==> config.mk <==
export PLATFORM = sky130hd
export DESIGN_NAME = pwt_wait_timer
export DESIGN_NICKNAME = d
export VERILOG_FILES = /design/src/hw/pwt_pkg.sv /design/src/hw/pwt_wait_counter.sv /design/src/hw/pwt_wait_timer.sv
export SDC_FILE = /design/constraint.sdc
export NUM_CORES = 1
export LEC_CHECK = 0
export BUFFER_PORTS_ARGS = -buffer_cell sky130_fd_sc_hd__buf_2
export CAP_MARGIN = 40
export CORE_UTILIZATION = 50
export DETAILED_ROUTE_END_ITERATION = 10
export PLACE_DENSITY_LB_ADDON = 0.1
export SETUP_SLACK_MARGIN = 0.2
export SLEW_MARGIN = 20
export SYNTH_ARGS = -nofsm -noshare
export SYNTH_HDL_FRONTEND = slang
export SYNTH_SLANG_ARGS = --single-unit
==> constraint.sdc <==
create_clock -name clk_sys -period 6.15 [get_ports clk_sys]
set_input_delay 1.23 -clock clk_sys [delete_from_list [all_inputs] [get_ports clk_sys]]
set_output_delay 1.23 -clock clk_sys [all_outputs]
set_load 0.02 [all_outputs]
==> src/hw/pwt_pkg.sv <==
/*
 * Shared constants and types for the programmable wait timer.
 * Assumes an 8-bit register port decoded by the serial front end and one
 * clock, clk_sys, on which the wait is counted.
 */
package pwt_pkg;

    // register port and prescaler geometry
    localparam int unsigned ADDR_W = 8;
    localparam int unsigned DATA_W = 8;
    localparam int unsigned PRE_W  = 16;

    // register addresses
    localparam logic [7:0] ADDR_WAIT_EXTENSION = 8'h0F;
    localparam logic [7:0] ADDR_WAIT_TRIGGER   = 8'h10;

    // values after reset
    localparam logic [7:0] WAIT_EXTENSION_RST = 8'h00;
    localparam logic [7:0] WAIT_TRIGGER_RST   = 8'h00;
    localparam logic [7:0] READ_UNMAPPED      = 8'h00;

    // scaling: base units of 16 cycles, extension units of 256 cycles
    localparam logic [PRE_W-1:0] UNIT_PLAIN_CYCLES = 16'h0010;
    localparam int unsigned      EXT_UNIT_SHIFT    = 8;
    localparam logic [7:0]       EXT_NONE          = 8'h00;
    localparam logic [7:0]       BASE_NOOP         = 8'h00;

    // extreme wait lengths in clock cycles
    localparam logic [23:0] WAIT_MIN_CYCLES = 24'h000010;
    localparam logic [23:0] WAIT_MAX_CYCLES = 24'hFE0100;

    // countdown control, gray coded
    typedef enum logic [0:0] {
        PWT_IDLE = 1'b0,
        PWT_RUN  = 1'b1
    } pwt_state_t;

endpackage

==> src/hw/pwt_wait_counter.sv <==
/*
 * Two-level countdown: a prescaler counts out one unit of cycles, the base
 * counter counts units. Total length is base times unit cycles.
 * Assumes load and abort are never high in the same cycle.
 */
`timescale 1ns/1ps
module pwt_wait_counter (
    // clock and reset
    input  wire logic                      clk_sys,
    input  wire logic                      rst_n,
    // control
    input  wire logic                      load,
    input  wire logic                      abort,
    input  wire logic [7:0]                baseIn,
    input  wire logic [7:0]                extIn,
    // state
    output logic                           running,
    output logic [7:0]                     baseLeft,
    output logic                           expire
);

    pwt_pkg::pwt_state_t            state_r, state_nxt;
    logic [pwt_pkg::PRE_W-1:0]      pre_r, pre_nxt;
    logic [pwt_pkg::PRE_W-1:0]      unit_r, unit_nxt;
    logic [pwt_pkg::PRE_W-1:0]      unitLoad;
    logic [7:0]                     base_r, base_nxt;
    logic                           expire_r, expire_nxt;

    // zero extension means plain 16-cycle units, else ext*16*16 cycles
    always_comb begin
        if (extIn == pwt_pkg::EXT_NONE) begin
            unitLoad = pwt_pkg::UNIT_PLAIN_CYCLES;
        end else begin
            unitLoad = {extIn, 8'h00};
        end
    end

    always_comb begin
        state_nxt  = state_r;
        pre_nxt    = pre_r;
        unit_nxt   = unit_r;
        base_nxt   = base_r;
        expire_nxt = 1'b0;
        case (state_r)
            pwt_pkg::PWT_IDLE: begin
                if (load) begin
                    state_nxt = pwt_pkg::PWT_RUN;
                    unit_nxt  = unitLoad;
                    pre_nxt   = unitLoad - 16'h0001;
                    base_nxt  = baseIn;
                end
            end
            pwt_pkg::PWT_RUN: begin
                if (abort) begin
                    // remaining count is kept for readback
                    state_nxt = pwt_pkg::PWT_IDLE;
                end else if (load) begin
                    unit_nxt = unitLoad;
                    pre_nxt  = unitLoad - 16'h0001;
                    base_nxt = baseIn;
                end else if (pre_r != 16'h0000) begin
                    pre_nxt = pre_r - 16'h0001;
                end else if (base_r == 8'h01) begin
                    base_nxt   = 8'h00;
                    state_nxt  = pwt_pkg::PWT_IDLE;
                    expire_nxt = 1'b1;
                end else begin
                    base_nxt = base_r - 8'h01;
                    pre_nxt  = unit_r - 16'h0001;
                end
            end
            default: begin
                state_nxt = pwt_pkg::PWT_IDLE;
            end
        endcase
    end

    always_ff @(posedge clk_sys or negedge rst_n) begin
        if (!rst_n) begin
            state_r  <= pwt_pkg::PWT_IDLE;
            pre_r    <= '0;
            unit_r   <= pwt_pkg::UNIT_PLAIN_CYCLES;
            base_r   <= pwt_pkg::WAIT_TRIGGER_RST;
            expire_r <= 1'b0;
        end else begin
            state_r  <= state_nxt;
            pre_r    <= pre_nxt;
            unit_r   <= unit_nxt;
            base_r   <= base_nxt;
            expire_r <= expire_nxt;
        end
    end

    assign running  = (state_r == pwt_pkg::PWT_RUN);
    assign baseLeft = base_r;
    assign expire   = expire_r;

endmodule

==> src/hw/pwt_wait_timer.sv <==
/*
 * Programmable wait timer: extension and trigger registers, countdown,
 * abort on any register write but a non-zero trigger write, done status and wake request.
 * Assumes the serial front end presents each decoded register access as a
 * one-cycle strobe with address and data, synchronous to clk_sys.
 */
`timescale 1ns/1ps
// Summary of operation
// - the wait lasts extension*16 times base*16 clock cycles.
// - an extension of zero gives a wait of base*16 cycles.
// - writing the extension register stores it, starts nothing and aborts a running wait.
// - the extension register reads back its last write and resets to 0.
// - the extension stays for all later waits until it is rewritten or reset.
// - writing a non-zero base to the trigger starts the countdown at once.
// - waits run from 16 cycles up to 255*16*255*16 cycles.
// - reading the trigger register returns the remaining base count.
// - any register write but a non-zero trigger write during a wait aborts it and keeps the count.
// - writing zero to the trigger starts nothing and gives no done status; during a wait it aborts it.
// - a trigger write in sleep or standby asks for normal power state.
module pwt_wait_timer (
    // clock and reset
    input  wire logic                       clk_sys,
    input  wire logic                       rst_n,
    // register port
    input  wire logic                       regWrEn,
    input  wire logic                       regRdEn,
    input  wire logic [pwt_pkg::ADDR_W-1:0] regAddr,
    input  wire logic [pwt_pkg::DATA_W-1:0] regWrData,
    output logic      [pwt_pkg::DATA_W-1:0] regRdData,
    output logic                            regRdValid,
    // power state
    input  wire logic                       powerStateLow,
    output logic                            powerWakeReq,
    // wait status
    output logic                            waitBusy,
    output logic                            waitDone,
    output logic                            waitDonePulse,
    output logic                            waitAbortPulse
);

    logic [7:0] ext_r, ext_nxt;
    logic [7:0] rdData_r, rdData_nxt;
    logic       rdValid_r, rdValid_nxt;
    logic       done_r, done_nxt;
    logic       abortP_r, abortP_nxt;
    logic       wake_r, wake_nxt;

    logic       wrExt;
    logic       wrTrig;
    logic       startWait;
    logic       abortWait;
    logic       cntRunning;
    logic [7:0] cntLeft;
    logic       cntExpire;

    // address decode of the write strobe
    assign wrExt  = regWrEn && (regAddr == pwt_pkg::ADDR_WAIT_EXTENSION);
    assign wrTrig = regWrEn && (regAddr == pwt_pkg::ADDR_WAIT_TRIGGER);

    // a zero base never reaches the counter
    assign startWait = wrTrig && (regWrData != pwt_pkg::BASE_NOOP);

    // a non-zero trigger write restarts with the new base instead of
    // aborting, so only other writes count as a plain abort
    assign abortWait = regWrEn && !startWait && cntRunning;

    pwt_wait_counter u_counter (
        .clk_sys  (clk_sys),
        .rst_n    (rst_n),
        .load     (startWait),
        .abort    (abortWait),
        .baseIn   (regWrData),
        .extIn    (ext_r),
        .running  (cntRunning),
        .baseLeft (cntLeft),
        .expire   (cntExpire)
    );

    // extension register
    always_comb begin
        ext_nxt = ext_r;
        if (wrExt) begin
            ext_nxt = regWrData;
        end
    end

    always_ff @(posedge clk_sys or negedge rst_n) begin
        if (!rst_n) begin
            ext_r <= pwt_pkg::WAIT_EXTENSION_RST;
        end else begin
            ext_r <= ext_nxt;
        end
    end

    // read path, one cycle after the strobe
    always_comb begin
        rdValid_nxt = regRdEn;
        rdData_nxt  = rdData_r;
        if (regRdEn) begin
            case (regAddr)
                pwt_pkg::ADDR_WAIT_EXTENSION: begin
                    rdData_nxt = ext_r;
                end
                pwt_pkg::ADDR_WAIT_TRIGGER: begin
                    rdData_nxt = cntLeft;
                end
                default: begin
                    rdData_nxt = pwt_pkg::READ_UNMAPPED;
                end
            endcase
        end
    end

    always_ff @(posedge clk_sys or negedge rst_n) begin
        if (!rst_n) begin
            rdData_r  <= pwt_pkg::READ_UNMAPPED;
            rdValid_r <= 1'b0;
        end else begin
            rdData_r  <= rdData_nxt;
            rdValid_r <= rdValid_nxt;
        end
    end

    // done status: sticky until the next start; completion wins over the
    // clear so a finish in the restart cycle is never lost
    always_comb begin
        done_nxt = done_r;
        if (startWait) begin
            done_nxt = 1'b0;
        end
        if (cntExpire) begin
            done_nxt = 1'b1;
        end
    end

    // event pulses for abort and wake-up
    always_comb begin
        abortP_nxt = abortWait;
        wake_nxt   = wrTrig && powerStateLow;
    end

    always_ff @(posedge clk_sys or negedge rst_n) begin
        if (!rst_n) begin
            done_r   <= 1'b0;
            abortP_r <= 1'b0;
            wake_r   <= 1'b0;
        end else begin
            done_r   <= done_nxt;
            abortP_r <= abortP_nxt;
            wake_r   <= wake_nxt;
        end
    end

    // outputs
    assign regRdData      = rdData_r;
    assign regRdValid     = rdValid_r;
    assign powerWakeReq   = wake_r;
    assign waitBusy       = cntRunning;
    assign waitDone       = done_r;
    assign waitDonePulse  = cntExpire;
    assign waitAbortPulse = abortP_r;

endmodule

# [Word-level counts from Yosys, hierarchy flattened]
# Index checks and enable logic that the tools add are counted.
[classes] n_addsub=4 eq_ne=7 n_mux=30 n_bitwise=1 n_reduce_logical=13
[op_table] op="2-to-1 mux 16 bit" n=8
[op_table] op="one-hot mux 16 bit (2 select lines)" n=2
[op_table] op="subtractor 16 x 1 -> 16 bit, second input constant" n=3
[op_table] op="2-to-1 mux 8 bit" n=5
[op_table] op="one-hot mux 8 bit (2 select lines)" n=2
[op_table] op="nonzero test 16 bit" n=1
[op_table] op="2-to-1 mux 1 bit" n=12
[op_table] op="== test 8 x 1 -> 1 bit, second input constant" n=1
[op_table] op="== test 8 x 4 -> 1 bit, second input constant" n=1
[op_table] op="== test 8 x 5 -> 1 bit, second input constant" n=1
[op_table] op="logical NOT 8 bit" n=1
[op_table] op="nonzero test 8 bit" n=1
[op_table] op="subtractor 8 x 1 -> 8 bit, second input constant" n=1
[op_table] op="logical AND 1 bit" n=6
[op_table] op="AND reduction 3 bit" n=2
[op_table] op="!= test 2 bit, second input constant" n=2
[op_table] op="!= test 4 bit, second input constant" n=1
[op_table] op="!= test 3 bit, second input constant" n=1
[op_table] op="one-hot mux 1 bit (2 select lines)" n=1
[op_table] op="nonzero test 2 bit" n=1
[op_table] op="logical NOT 1 bit" n=1
[op_table] op="NOT 1 bit" n=1
[word_totals] ff_bits=62 inputBits=21 output_inout_bits=14 word_cells=66

# [Depth between registers and ports, before layout]
# Gate-level depths: netlist of run 1.
[logic_depth] word_depth=8 ltp_mapped=12 mapped_depth_nobuf=10

# [Modules after synthesis]
# From an unflattened synthesis of run 1, not the netlist that was laid out.
[hier_totals] cells_unflattened=322 area_unflattened_um2=3310.7
[by_module_without_submodules] module="pwt_wait_counter" instances=1 cells_per_inst=258 area_each_um2=2384.8 seq_area_each_um2=877.1
[by_module_without_submodules] module="pwt_wait_timer" instances=1 cells_per_inst=64 area_each_um2=925.9 seq_area_each_um2=500.5

# [Least setup slack after synthesis of run 1]
# No wires, ideal clock.
[synth_timing] path_kind="input-to-reg" from="input port regAddr[1] (netlist bit)" to="register u_counter.pre_r[4] (netlist bit)" setup_time_ns=0.121 t_arrival_ns=2.909 required_time_ns=6.029 path_slack_ns=3.120 stages=8 n_path_buf=2 cell_sequence="nor4_1 and3_1 clkbuf_1 nand3_1 nand2_1 clkbuf_1 o21ai_0 a22o_1"
[synth_via] elab_chain_len=8 elab_cells_between_ends=13 cone_classes="4 x eq/ne; 3 x mux; 6 x reduce/logical"
[synth_lines] element="start, declared" line="pwt_wait_timer.sv:27" rtl="input wire logic [pwt_pkg::ADDR_W-1:0] regAddr,"
[synth_lines] element="== test 8 x 5 -> 1 bit *" line="pwt_wait_timer.sv:58" rtl="assign wrTrig = regWrEn && (regAddr == pwt_pkg::ADDR_WAIT_TRIGGER);"
[synth_lines] element="logical AND 1 bit *" line="pwt_wait_timer.sv:58"
[synth_lines] element="logical AND 1 bit *" line="pwt_wait_timer.sv:61" rtl="assign startWait = wrTrig && (regWrData != pwt_pkg::BASE_NOOP);"
[synth_lines] element="logical NOT 1 bit" line="pwt_wait_timer.sv:65" rtl="assign abortWait = regWrEn && !startWait && cntRunning;"
[synth_lines] element="logical AND 1 bit (2 in series)" line="pwt_wait_timer.sv:65"
[synth_lines] element="!= test 2 bit (no line)"
[synth_lines] element="AND reduction 3 bit (no line)"
[synth_lines] element="end signal, assigned" line="pwt_wait_counter.sv:87" rtl="pre_r <= pre_nxt;"
[synth_lines] element="end, declared" line="pwt_wait_counter.sv:23" rtl="logic [pwt_pkg::PRE_W-1:0] pre_r, pre_nxt;"
# Mark *: on every way between the ends. The rest lies on a longest branch, timed or not. The select of a mux whose other input is x is not followed.
# A chain may end at the register's enable or synchronous reset.

# [Worst setup path after layout of run 1]
# Same ends and word-level chain as after synthesis.

==> results of run 1 <==
==> sequential cells by signal (all words and copies together), names as in the netlist <==
signal and count:
ext_r 8, powerWakeReq 1, regRdData 8, regRdValid 1, u_counter.baseLeft 8, u_counter.expire 1, u_counter.pre_r 16, u_counter.running 1
u_counter.unit_r 9, waitAbortPulse 1, waitDone 1
==> cell families after synthesis <==
family          after synthesis  share of synthesized area [%]
simple gates                162                           25.8
compound gates               95                           19.0
flops                        55                           44.5
buf+inv                      23                           3.60
mux                          12                           4.25
xor+xnor                      6                           1.70
fa+ha+maj                     3                           1.21
==> worst max-delay path by stage <==
stage / startpoint / end
finish: regAddr[1] / u_counter.pre_r[4]
global route: regAddr[1] / u_counter.pre_r[4]
CTS: regAddr[1] / u_counter.pre_r[4]
detailed placement: regAddr[1] / u_counter.pre_r[4]
global placement: regAddr[1] / u_counter.pre_r[4]
floorplan: regAddr[1] / u_counter.pre_r[4]
==> report_power, final <==
group          total (W)  switching (W)  internal, W
registers       0.000418      0.0000325     0.000386
clock network   0.000253       0.000130     0.000124
logic           0.000246       0.000153    0.0000935
==> final cells by class <==
type                       instances  share of cell area [%]
multi-input combinational        278                    46.9
sequential                        55                    40.2
timing repair buffer              38                    5.70
tap                               75                    2.74
clock buffer                       5                    2.01
clock inverter                     3                    1.39
inverter                           9                    1.06
==> metal layers <==
| metal | track usage [%] | vias to the layer above |
|---|---|---|
| met1 | 40.4 | 1393 |
| met4 | 5.89 | 0 |
| li1 | - | 1358 |
| met2 | 39.7 | 98 |
| met5 | 0 | - |
| met3 | 4.66 | 6 |
==> layout by cell type, fill, tap and decap left out, types with 2 or more instances in the layout <==
| cell type | count |
|---|---|
| a211oi_1 | 6 |
| a21o_1 | 2 |
| a21oi_1 | 28 |
| a22oi_1 | 8 |
| a31oi_1 | 3 |
| and2_1 | 3 |
| and3_1 | 5 |
| buf_2 | 35 |
| buf_4 | 2 |
| clkbuf_8 | 5 |
| dfrtp_1 | 54 |
| ha_1 | 3 |
| inv_1 | 8 |
| mux2_2 | 9 |
| mux2i_1 | 3 |
| nand2_1 | 46 |
| nand2b_1 | 4 |
| nand3_1 | 11 |
| nand4_1 | 4 |
| nor2_1 | 43 |
| nor2b_1 | 4 |
| nor3_1 | 17 |
| nor4_1 | 11 |
| o21ai_0 | 30 |
| o31ai_1 | 3 |
| or4_1 | 3 |
| xnor2_1 | 3 |
| xor2_1 | 3 |
==> through the flow <==
stage	cells	instance area, µm²
finish	463	3420
global route	463	3420
CTS	462	3420
detailed placement	454	3300
global placement	453	3300
floorplan	356	3090
==> worst reg2reg max path: cells and delay by family (launching register included) <==
family	cells	cell delay [ns]
and+or+nand+nor	3	1.31
DFF	1	0.46
AOI/OAI and AO/OA	3	0.99
buffers and inverters	1	0.12
==> tab_implementation.tex, run 1 <==
\begin{tabular}{lr}
\hline
Metric & Value \\
\hline
\multicolumn{2}{l}{\textbf{Worst setup path}} \\
Number of buffer and inverter stages on the critical path & 1 \\
Number of cells on the critical path & 7 \\
Capturing point of the worst reg2reg path & u\_counter.pre\_r[11] \\
Crit-path leading delay family & simple AND/OR/NAND/NOR gates \\
Launching element type of the critical path & input port \\
Slowest CP cell & nand2\_1 \\
Endpoint kind of the worst setup timing path & register \\
Type of the worst setup path & input port to register \\
Critical Path RT & 6.35 ns \\
CP Cell Sequence & buf\_2 -> nor4\_1 -> and3\_1 -> nand3\_1 -> nand2\_1 -> o21ai\_0 -> a22o\_1 \\
Data arrival time of the critical path & just under 4 ns \\
R2R setup slack & 3.14 ns \\
Source of the worst register-to-register timing path & u\_counter.pre\_r[10] \\
Crit path max fanout & 23 \\
Largest stage delay on the critical path & $\sim$0.8 ns \\
Number of cells on the worst reg-to-reg path & 7 \\
\multicolumn{2}{l}{\textbf{Synth}} \\
Sequential fraction of the synthesis area & about 45\% \\
Commonest cells post-synth & dfrtp\_1 (54), nand2\_1 (46), nor2\_1 (43) \\
Synthesized netlist net count & 380 \\
Total of flip-flops plus latches after synthesis & 55 \\
Area share of the largest cell type after synthesis & between 40 and 50\% \\
Cell Area, Synth & roughly 3100 µm² \\
Top FF cell, synth & dfrtp\_1 \\
Cells taking the most area after synthesis & dfrtp\_1 (44\%), nand2\_1 (5.6\%), nor2\_1 (5.2\%), o21ai\_0 (4.9\%), a21oi\_1 (4.5\%) \\
Area leader, netlist & dfrtp\_1 \\
Count leader, synth & dfrtp\_1 \\
FFs w/ async S/R, synth & between 90\% and 100\% \\
Yosys warns & 0 \\
Post-synth EDFFs & 0 \\
Library cells used by synthesis & 58 \\
Mapped Cells & between 300 and 400 \\
Mapped Avg Cell Area & 8.69 µm² \\
\multicolumn{2}{l}{\textbf{Finish}} \\
Count of fill cells added during filler insertion & about 570 \\
Post-layout nets & $\sim$410 \\
Seq. cell area & about 1400 µm² \\
Multi-input combinational cell area & $\sim$1600 µm² \\
Fraction of the core area covered by cells at the end of the flow & 57.5\% \\
Ant. Diodes & 0 \\
Synthesis-to-finish area growth & 10.7\% \\
Layout cell share with drive strength beyond 1 & 17.0\% \\
\multicolumn{2}{l}{\textbf{Detailed routing}} \\
Antenna viol nets, final & 0 \\
Average routed wire per standard cell & between 15 and 20 µm \\
Vias & 2855 \\
DRC Markers & 0 \\
Top Metal Used & met4 \\
Met1 layer wirelength in the final routing & 3980 µm \\
Number of design-rule violations left by the first detailed-router iteration & $\sim$230 \\
Routed met3 length & 442 µm \\
Total Routed Length & around 8000 µm \\
Via-to-Cell Ratio & 6.17 \\
Detail Route met2 WL & roughly 3600 µm \\
DR pass1 iterations & 5 \\
\multicolumn{2}{l}{\textbf{Clocking}} \\
CTS root buffer & clkbuf\_8 \\
Post-CTS setup buffer count & 0 \\
CTS resizes & 0 \\
Clock transition at the registers of the reported paths & between 0.1 and 0.15 ns \\
Post-cts hold buffer count & 0 \\
Clock network latency to the later pin of the worst-skew pair & between 0.3 and 0.4 ns \\
Sinks on Clock Net & 55 \\
CTS H-tree depth & 2 \\
CTS Buf Count & 5 \\
TritonCTS clock tree & done \\
Worst-case clock buffer depth & 2 \\
\multicolumn{2}{l}{\textbf{Min path}} \\
Sink of the worst hold path & waitDone \\
Min-Delay Path Depth & 1 \\
Worst Min Path Start & u\_counter.expire \\
Worst hold path class & register to register \\
\multicolumn{2}{l}{\textbf{GRT}} \\
Overflow left after global routing & 0 \\
Maximum number of pins on one net before global-route repair & 56 \\
Antenna violations before repair & 0 \\
Via count of the first global-routing pass & between 2000 and 3000 \\
First-pass GRT wire length & 13200 µm \\
Global-route usage over all layers & 26.8\% \\
\multicolumn{2}{l}{\textbf{Timing}} \\
PnR worst setup slack & 2.50 ns \\
Fmax & between 200 and 300 MHz \\
Post-route minimum period & 3.65 ns \\
Setup repair after global routing missed its margin & false \\
Fin Clk Skew & 0.0137 ns \\
Setup violations, final & 0 \\
Final Hold Slack & $\sim$0.47 ns \\
Number of endpoints with negative hold slack in the final report & 0 \\
Period utilisation layout & roughly three fifths \\
Max Slew Vio Count & 0 \\
Normalized max-slew margin & roughly half \\
Tightest Pin Transition & 0.774 ns \\
Sum of negative setup slack & 0 ns \\
\multicolumn{2}{l}{\textbf{Placement}} \\
Quantity of I/O buffers inserted on ports & 34 \\
Worst setup slack after placement & about 2.2 ns \\
Sum of net half-perimeters after detailed placement & about 5700 µm \\
Routability Congestion & around 0.90 \\
\multicolumn{2}{l}{\textbf{Outcome}} \\
Outcome & finished clean \\
\multicolumn{2}{l}{\textbf{Power}} \\
Power per Cell Area & between 200 and 300 nW/µm² \\
Leakage component of the power & roughly 1.6 nW \\
Total power after layout & around 0.0009 W \\
IR drop worst, VDD & between 0.0001 and 0.00015 V \\
\multicolumn{2}{l}{\textbf{Floorplan}} \\
Number of I/O pins & 35 \\
Row count & 28 \\
Initial Utilization & about half \\
Horizontal die dimension & 80.7 µm \\
DIE AREA & between 6000 and 7000 µm² \\
Vertical die dimension & between 80 and 90 µm \\
Area of the placeable core & 5960 µm² \\
\multicolumn{2}{l}{\textbf{Run}} \\
Max-cap viol count & 0 \\
\hline
\end{tabular}
No activity file was read; power rests on OpenSTA's default activity.
==> run 2, diff against run 1 <==
==> constraint.sdc (replaced) <==
create_clock -name clk_sys -period 3.1 [get_ports clk_sys]
set_input_delay 0.62 -clock clk_sys [delete_from_list [all_inputs] [get_ports clk_sys]]
set_output_delay 0.62 -clock clk_sys [all_outputs]
set_load 0.02 [all_outputs]
==> run 2 against run 1 <==
Clock power rose by 61%. Register-to-register slack got worse by 2.8 ns. Clock skew is 0.0014 ns lower. Critical path depth rose by 1. Global-route usage up 0.66 points. Worst hold slack worse by 0.046 ns. Largest cell class unchanged. Highest routed layer unchanged.
==> tab_implementation.tex, run 2 (synthesis gave the netlist of run 1 again) <==
\begin{tabular}{lr}
\hline
Metric & Value \\
\hline
\multicolumn{2}{l}{\textbf{Detailed routing}} \\
Antenna viol nets, final & 0 \\
Number of design-rule violations left by the first detailed-router iteration & 179 \\
Average routed wire per standard cell & $\sim$17 µm \\
DR pass1 iterations & 4 \\
Via-to-Cell Ratio & $\sim$6 \\
Vias & $\sim$2800 \\
DRC Markers & 0 \\
Total Routed Length & between 8000 and 9000 µm \\
\multicolumn{2}{l}{\textbf{GRT}} \\
Maximum number of pins on one net before global-route repair & 56 \\
Overflow left after global routing & 0 \\
Via count of the first global-routing pass & 2607 \\
Antenna violations before repair & 0 \\
Global-route usage over all layers & a little over a quarter \\
First-pass GRT wire length & approximately 13000 µm \\
\multicolumn{2}{l}{\textbf{Timing}} \\
Period utilisation layout & 88.2\% \\
Fin Clk Skew & approximately 0.012 ns \\
Final Hold Slack & roughly 0.43 ns \\
Tightest Pin Transition & around 0.7 ns \\
PnR worst setup slack & between 0.3 and 0.4 ns \\
Normalized max-slew margin & $\sim$53\% \\
Setup violations, final & 0 \\
Post-route minimum period & around 2.7 ns \\
Fmax & approximately 370 MHz \\
Number of endpoints with negative hold slack in the final report & 0 \\
Sum of negative setup slack & 0 ns \\
Setup repair after global routing missed its margin & false \\
Max Slew Vio Count & 0 \\
\multicolumn{2}{l}{\textbf{Finish}} \\
Layout cell share with drive strength beyond 1 & 19.1\% \\
Largest reg by FF count & u\_counter.pre\_r \\
Synthesis-to-finish area growth & 12.5\% \\
Leading cell type in the layout, fill and taps excluded & dfrtp\_1 \\
Registers with the most flip-flops & u\_counter.pre\_r: 16 flops, u\_counter.unit\_r: 9 flops \\
Max FFs per register & 16 \\
Leading cell types in the layout, fill and taps excluded & dfrtp\_1 (54), nand2\_1 (46), nor2\_1 (43) \\
Post-layout nets & 421 \\
Ant. Diodes & 0 \\
\multicolumn{2}{l}{\textbf{Power}} \\
Register share of total power & between 40 and 50\% \\
Switching part of the total power & between 30\% and 40\% \\
Fraction of power consumed by the clock network & between 20\% and 30\% \\
IR drop worst, VDD & between 0.0002 and 0.0003 V \\
Combinational share of power & about 30\% \\
Total net switching power & between 0.0006 and 0.0007 W \\
Internal power component & approximately 0.0011 W \\
Power per Cell Area & 510 nW/µm² \\
Leakage component of the power & between 1.5 and 2 nW \\
\multicolumn{2}{l}{\textbf{Floorplan}} \\
Horizontal die dimension & around 80 µm \\
Area of the placeable core & about 6000 µm² \\
Row count & 28 \\
Number of I/O pins & 35 \\
DIE AREA & around 6500 µm² \\
Initial Utilization & around 52\% \\
Vertical die dimension & about 81 µm \\
\multicolumn{2}{l}{\textbf{Clocking}} \\
Post-CTS setup buffer count & 0 \\
TritonCTS clock tree & done \\
CTS H-tree depth & 2 \\
Clock network latency to the later pin of the worst-skew pair & $\sim$0.32 ns \\
CTS root buffer & clkbuf\_8 \\
CTS resizes & 0 \\
Sinks on Clock Net & 55 \\
Worst-case clock buffer depth & 2 \\
Clock transition at the registers of the reported paths & 0.10 ns \\
Post-cts hold buffer count & 0 \\
CTS Buf Count & 5 \\
\multicolumn{2}{l}{\textbf{Placement}} \\
Sum of net half-perimeters after detailed placement & roughly 6000 µm \\
Worst setup slack after placement & approximately 0.41 ns \\
Routability Congestion & $\sim$0.95 \\
Quantity of I/O buffers inserted on ports & 34 \\
\multicolumn{2}{l}{\textbf{Worst setup path}} \\
Crit path max fanout & 16 \\
Type of the worst setup path & register to register \\
Data arrival time of the critical path & around 3.0 ns \\
Number of cells on the worst reg-to-reg path & 8 \\
Launching element type of the critical path & register \\
R2R setup slack & $\sim$0.37 ns \\
Endpoint kind of the worst setup timing path & register \\
Capturing point of the worst reg2reg path & u\_counter.pre\_r[11] \\
Source of the worst register-to-register timing path & u\_counter.baseLeft[3] \\
Critical Path RT & 3.34 ns \\
\multicolumn{2}{l}{\textbf{Run}} \\
Max-cap viol count & 0 \\
\multicolumn{2}{l}{\textbf{Min path}} \\
Worst hold path class & input port to asynchronous set/reset pin \\
\multicolumn{2}{l}{\textbf{Outcome}} \\
Outcome & finished clean \\
\hline
\end{tabular}
## run 2: cell types whose count changed in the layout (fill, tap and decap cells not counted), sizes merged
cell / before / now
clkbuf: 6 / 5
buf: 37 / 48
bufinv: 1 / 0
clkinv: 1 / 2
## run 2: metal layers
metal | wire, µm | share of wire (%) | track usage, %
met2 | 3560 | 44 | 40.8
met5 | 0 | 0 | 0
met3 | 479 | 5.9 | 4.89
met4 | 99 | 1.2 | 5.54
met1 | 4000 | 49 | 41.5
## run 2: how the worst max path moves through the flow
stage	startpoint	to	slack, ns	cells past startpoint
floorplan	u_counter.baseLeft[3]	u_counter.pre_r[6]	0.65	8
global placement	u_counter.baseLeft[3]	u_counter.pre_r[11]	0.45	8
detailed placement	u_counter.baseLeft[3]	u_counter.pre_r[11]	0.41	8
CTS	u_counter.baseLeft[3]	u_counter.pre_r[11]	0.38	8
global route	u_counter.baseLeft[3]	u_counter.pre_r[11]	0.21	8
finish	u_counter.baseLeft[3]	u_counter.pre_r[11]	0.37	8
## run 2: critical path, cell delays in order (launching register included)
cell and delay (ns):
dfrtp_1 0.43, or4_4 0.56, or3_4 0.41, o41a_1 0.58, nor2_8 0.24, inv_4 0.11
nand3_1 0.09, o21ai_0 0.08, a21oi_1 0.14
## run 2: final cells by class
cell class / instances / area [µm²]
timing repair buffer: 48 / 275
sequential: 55 / 1380
inverter: 9 / 36.3
clock inverter: 3 / 22.5
tap: 75 / 93.8
fill: 558 / 2480
multi-input combinational: 278 / 1610
clock buffer: 5 / 68.8
## run 2: power groups by stage
stage | sequential (W) | combinational [W] | clock (W)
after floorplan | 0.000831 | 0.000350 | 0
after global placement | 0.000842 | 0.000529 | 0
after detailed placement | 0.000842 | 0.000528 | 0
after CTS | 0.000829 | 0.000531 | 0.000418
after global routing | 0.000839 | 0.000596 | 0.000445
final | 0.000831 | 0.000534 | 0.000408
## run 2: metrics by stage
stage	cells	utilization (%)	total power, W	area [µm²]
2_1_floorplan	356	-	0.00118	3090
3_3_place_gp	465	56.9	0.00137	3390
3_5_place_dp	465	56.9	0.00137	3390
4_1_cts	473	58.4	0.00178	3480
5_1_grt	473	58.4	0.00188	3480
6_report	473	58.4	0.00177	3480
==> run 3, diff against run 2 <==
--- a/config.mk
+++ b/config.mk
@@ -8,10 +8,12 @@
 export BUFFER_PORTS_ARGS = -buffer_cell sky130_fd_sc_hd__buf_2
 export CAP_MARGIN = 40
 export CORE_UTILIZATION = 50
+export CTS_BUF_LIST = sky130_fd_sc_hd__clkbuf_8
 export DETAILED_ROUTE_END_ITERATION = 10
 export PLACE_DENSITY_LB_ADDON = 0.1
 export SETUP_SLACK_MARGIN = 0.2
 export SLEW_MARGIN = 20
 export SYNTH_ARGS = -nofsm -noshare
 export SYNTH_HDL_FRONTEND = slang
+export SYNTH_HIERARCHICAL = 1
 export SYNTH_SLANG_ARGS = --single-unit
==> constraint.sdc (replaced) <==
create_clock -name clk_sys -period 3.1 [get_ports clk_sys]
set_input_delay 0.62 -clock clk_sys [delete_from_list [all_inputs] [get_ports clk_sys]]
set_output_delay 0.62 -clock clk_sys [all_outputs]
set_load 0.01 [all_outputs]
==> run 3 against run 2 <==
Register-to-register slack better by 0.19 ns. Total power is 18% higher. Synthesized area is 7.0% higher. Critical endpoint is now u_counter/pre_r[9]. Critical path depth is 1 higher. Global-route usage is 2.4 points lower. Critical path type is now input port to register.
==> tab_implementation.tex, run 3 <==
\begin{tabular}{lr}
\hline
Metric & Value \\
\hline
\multicolumn{2}{l}{\textbf{Outcome}} \\
Outcome & finished clean \\
\multicolumn{2}{l}{\textbf{Synth}} \\
Count leader, synth & dfrtp\_1 \\
Yosys warns & 6 \\
Synthesized netlist net count & 346 \\
Top FF cell, synth & dfrtp\_1 \\
Cells taking the most area after synthesis & dfrtp\_1 (41\%), mux2\_2 (5.8\%), a21oi\_1 (3.9\%), o21ai\_0 (3.5\%), nor2\_1 (3.2\%) \\
Area leader, netlist & dfrtp\_1 \\
Commonest cells post-synth & dfrtp\_1 (54), nor2\_1 (28), a21oi\_1 (26) \\
Post-synth EDFFs & 0 \\
Sequential fraction of the synthesis area & about two fifths \\
Area share of the largest cell type after synthesis & about 41\% \\
Cell Area, Synth & roughly 3300 µm² \\
FFs w/ async S/R, synth & 100\% \\
Library cells used by synthesis & 74 \\
Total of flip-flops plus latches after synthesis & 55 \\
Mapped Cells & about 320 \\
Mapped Avg Cell Area & 10.3 µm² \\
\multicolumn{2}{l}{\textbf{GRT}} \\
First-pass GRT wire length & roughly 14000 µm \\
Via count of the first global-routing pass & approximately 2500 \\
GR Layer Usage met2 & 36.1\% \\
Layer carrying the most global-route usage & met1 \\
Antenna violations before repair & 0 \\
Overflow left after global routing & 0 \\
Met1 Usage GRT & between 30\% and 40\% \\
Global-route usage over all layers & 25.1\% \\
Maximum number of pins on one net before global-route repair & 36 \\
Met3 track demand over resource & $\sim$3.7\% \\
\multicolumn{2}{l}{\textbf{Worst setup path}} \\
Slowest CP cell & nor3b\_2 \\
Launching element type of the critical path & input port \\
Crit-path leading delay family & simple AND/OR/NAND/NOR gates \\
Endpoint kind of the worst setup timing path & register \\
CP Cell Sequence & buf\_2 -> nor3b\_2 -> and4\_1 -> and2\_1 -> a21boi\_0 -> a31oi\_4 -> inv\_2 -> o21ai\_0 -> a22o\_1 \\
Number of buffer and inverter stages on the critical path & 2 \\
Capturing point of the worst reg2reg path & u\_counter/pre\_r[15] \\
Capture point of the worst path & u\_counter/pre\_r[9] \\
Type of the worst setup path & input port to register \\
Critical Path RT & approximately 3.3 ns \\
Startpoint of the most critical setup path & regAddr[1] \\
Crit path max fanout & 16 \\
R2R setup slack & approximately 0.56 ns \\
Number of cells on the worst reg-to-reg path & 8 \\
Number of cells on the critical path & 9 \\
Largest stage delay on the critical path & 0.44 ns \\
Data arrival time of the critical path & 2.86 ns \\
Source of the worst register-to-register timing path & u\_counter/pre\_r[0] \\
\multicolumn{2}{l}{\textbf{Floorplan}} \\
Vertical die dimension & $\sim$83 µm \\
Number of I/O pins & 35 \\
Row count & 29 \\
Horizontal die dimension & roughly 83 µm \\
Area of the placeable core & $\sim$6400 µm² \\
DIE AREA & 6950 µm² \\
Initial Utilization & slightly above 50\% \\
\multicolumn{2}{l}{\textbf{Clocking}} \\
CTS resizes & 0 \\
CTS Buf Count & 5 \\
TritonCTS clock tree & done \\
Post-CTS setup buffer count & 0 \\
Clock transition at the registers of the reported paths & 0.10 ns \\
CTS H-tree depth & 2 \\
Clock network latency to the later pin of the worst-skew pair & about 0.32 ns \\
Worst-case clock buffer depth & 2 \\
Post-cts hold buffer count & 0 \\
Sinks on Clock Net & 55 \\
CTS root buffer & clkbuf\_8 \\
\multicolumn{2}{l}{\textbf{Timing}} \\
Post-route minimum period & 2.66 ns \\
Fmax & between 300 and 400 MHz \\
Fin Clk Skew & 0.0139 ns \\
Setup repair after global routing missed its margin & false \\
Number of endpoints with negative hold slack in the final report & 0 \\
Tightest Pin Transition & roughly 0.66 ns \\
Max Slew Vio Count & 0 \\
Normalized max-slew margin & around 56\% \\
Period utilisation layout & between 80\% and 90\% \\
Sum of negative setup slack & 0 ns \\
Setup violations, final & 0 \\
\multicolumn{2}{l}{\textbf{Finish}} \\
Post-layout nets & a little under 400 \\
Leading cell types in the layout, fill and taps excluded & dfrtp\_1 (54), buf\_2 (34), nor2\_1 (28) \\
Ant. Diodes & 0 \\
Leading cell type in the layout, fill and taps excluded & dfrtp\_1 \\
Synthesis-to-finish area growth & 11.9\% \\
Number of non-filler instances in the completed layout & 442 \\
Max FFs per register & 16 \\
Design Area, Final & about 3700 µm² \\
Largest reg by FF count & u\_counter/pre\_r \\
Layout cell share with drive strength beyond 1 & a little under a third \\
Registers with the most flip-flops & u\_counter/pre\_r: 16 flops, u\_counter/unit\_r: 9 flops \\
Fraction of the core area covered by cells at the end of the flow & between 50 and 60\% \\
\multicolumn{2}{l}{\textbf{Min path}} \\
Worst hold path class & input port to asynchronous set/reset pin \\
\multicolumn{2}{l}{\textbf{Power}} \\
IR drop worst, VDD & around 0.0005 V \\
Leakage component of the power & $\sim$1.7 nW \\
Power per Cell Area & approximately 570 nW/µm² \\
\multicolumn{2}{l}{\textbf{Detailed routing}} \\
Antenna viol nets, final & 0 \\
Via-to-Cell Ratio & 6.28 \\
DR pass1 iterations & 5 \\
Vias & around 2800 \\
Average routed wire per standard cell & 18.6 µm \\
Total Routed Length & between 8000 and 9000 µm \\
DRC Markers & 0 \\
Number of design-rule violations left by the first detailed-router iteration & 254 \\
\multicolumn{2}{l}{\textbf{Placement}} \\
Area post-placement & roughly 3600 µm² \\
Routability Congestion & about 0.9 \\
Quantity of I/O buffers inserted on ports & 34 \\
Total placed cells including tap cells & $\sim$430 \\
Sum of net half-perimeters after detailed placement & approximately 6000 µm \\
\multicolumn{2}{l}{\textbf{Run}} \\
Max-cap viol count & 0 \\
\hline
\end{tabular}
==> run 3: cell types whose count changed in the layout (fill, tap and decap cells not counted), sizes merged, moves of 4 or more <==
cell	previous run	this run
a221o	1	8
and3	5	1
o21ai	32	25
nand3	11	4
mux2	9	17
and4	1	11
a22oi	8	3
nor3	17	12
nand2	46	18
nor2	44	29
inv	10	15
nor4	11	7
==> run 3: power breakdown <==
group | internal, W | total, W | switching, W | leakage (nW)
combinational | 0.000249 | 0.000603 | 0.000353 | 0.869
clock | 0.000236 | 0.000477 | 0.000241 | 0.0607
sequential | 0.000823 | 0.00102 | 0.000195 | 0.721
==> run 3: logic make-up after synthesis <==
kind of cell,count (synthesis),synth area share (%)
simple gates,115,23.8
compound gates,97,20.7
flops,55,41.6
buf+inv,25,3.82
mux,21,7.37
xor+xnor,6,1.59
fa+ha+maj,3,1.13
==> run 3: metrics by stage <==
stage / power, W / hold WS, ns / worst slack, ns
2_1_floorplan: 0.00143 / 0.324 / 0.707
3_3_place_gp: 0.00161 / 0.488 / 0.284
3_5_place_dp: 0.00162 / 0.491 / 0.156
4_1_cts: 0.00210 / 0.264 / 0.499
5_1_grt: 0.00222 / 0.284 / 0.212
6_report: 0.00210 / 0.250 / 0.440
==> run 3: worst register-to-register path, cell delays in order, from the launching register on <==
cell      delay (ns)
dfrtp_1         0.44
inv_1           0.08
ha_1            0.23
nor4b_4         0.36
nand4_2         0.28
mux2i_4         0.33
nor4_2          0.38
mux2i_1         0.23
o211ai_1        0.10
==> run 3: how the worst min path moves through the flow <==
| stage | startpoint | end | slack, ns | depth (start not counted) |
|---|---|---|---|---|
| 3_3_place_gp | u_counter/unit_r[15] | u_counter/unit_r[15] | 0.49 | 1 |
| 4_1_cts | rst_n | regRdData[6] | 0.26 | 1 |
| 2_1_floorplan | rst_n | ext_r[0] | 0.32 | 0 |
| 6_report | rst_n | regRdData[6] | 0.25 | 1 |
| 3_5_place_dp | u_counter/unit_r[15] | u_counter/unit_r[15] | 0.49 | 1 |
| 5_1_grt | rst_n | regRdData[6] | 0.28 | 1 |
==> run 3: metal layers <==
layer  wire length, µm  part of all wire, %
met5                 0                    0
met4                93                  1.1
met3               440                  5.4
met2              3520                   43
met1              4150                   51
==> run 3: layout make-up <==
class	count	area, µm²
Sequential cell	55	1380
Timing Repair Buffer	47	268
Multi-Input combinational cell	242	1810
Tap cell	77	96.3
Fill cell	575	2680
Inverter	13	48.8
Clock inverter	3	37.5
Clock buffer	5	68.8
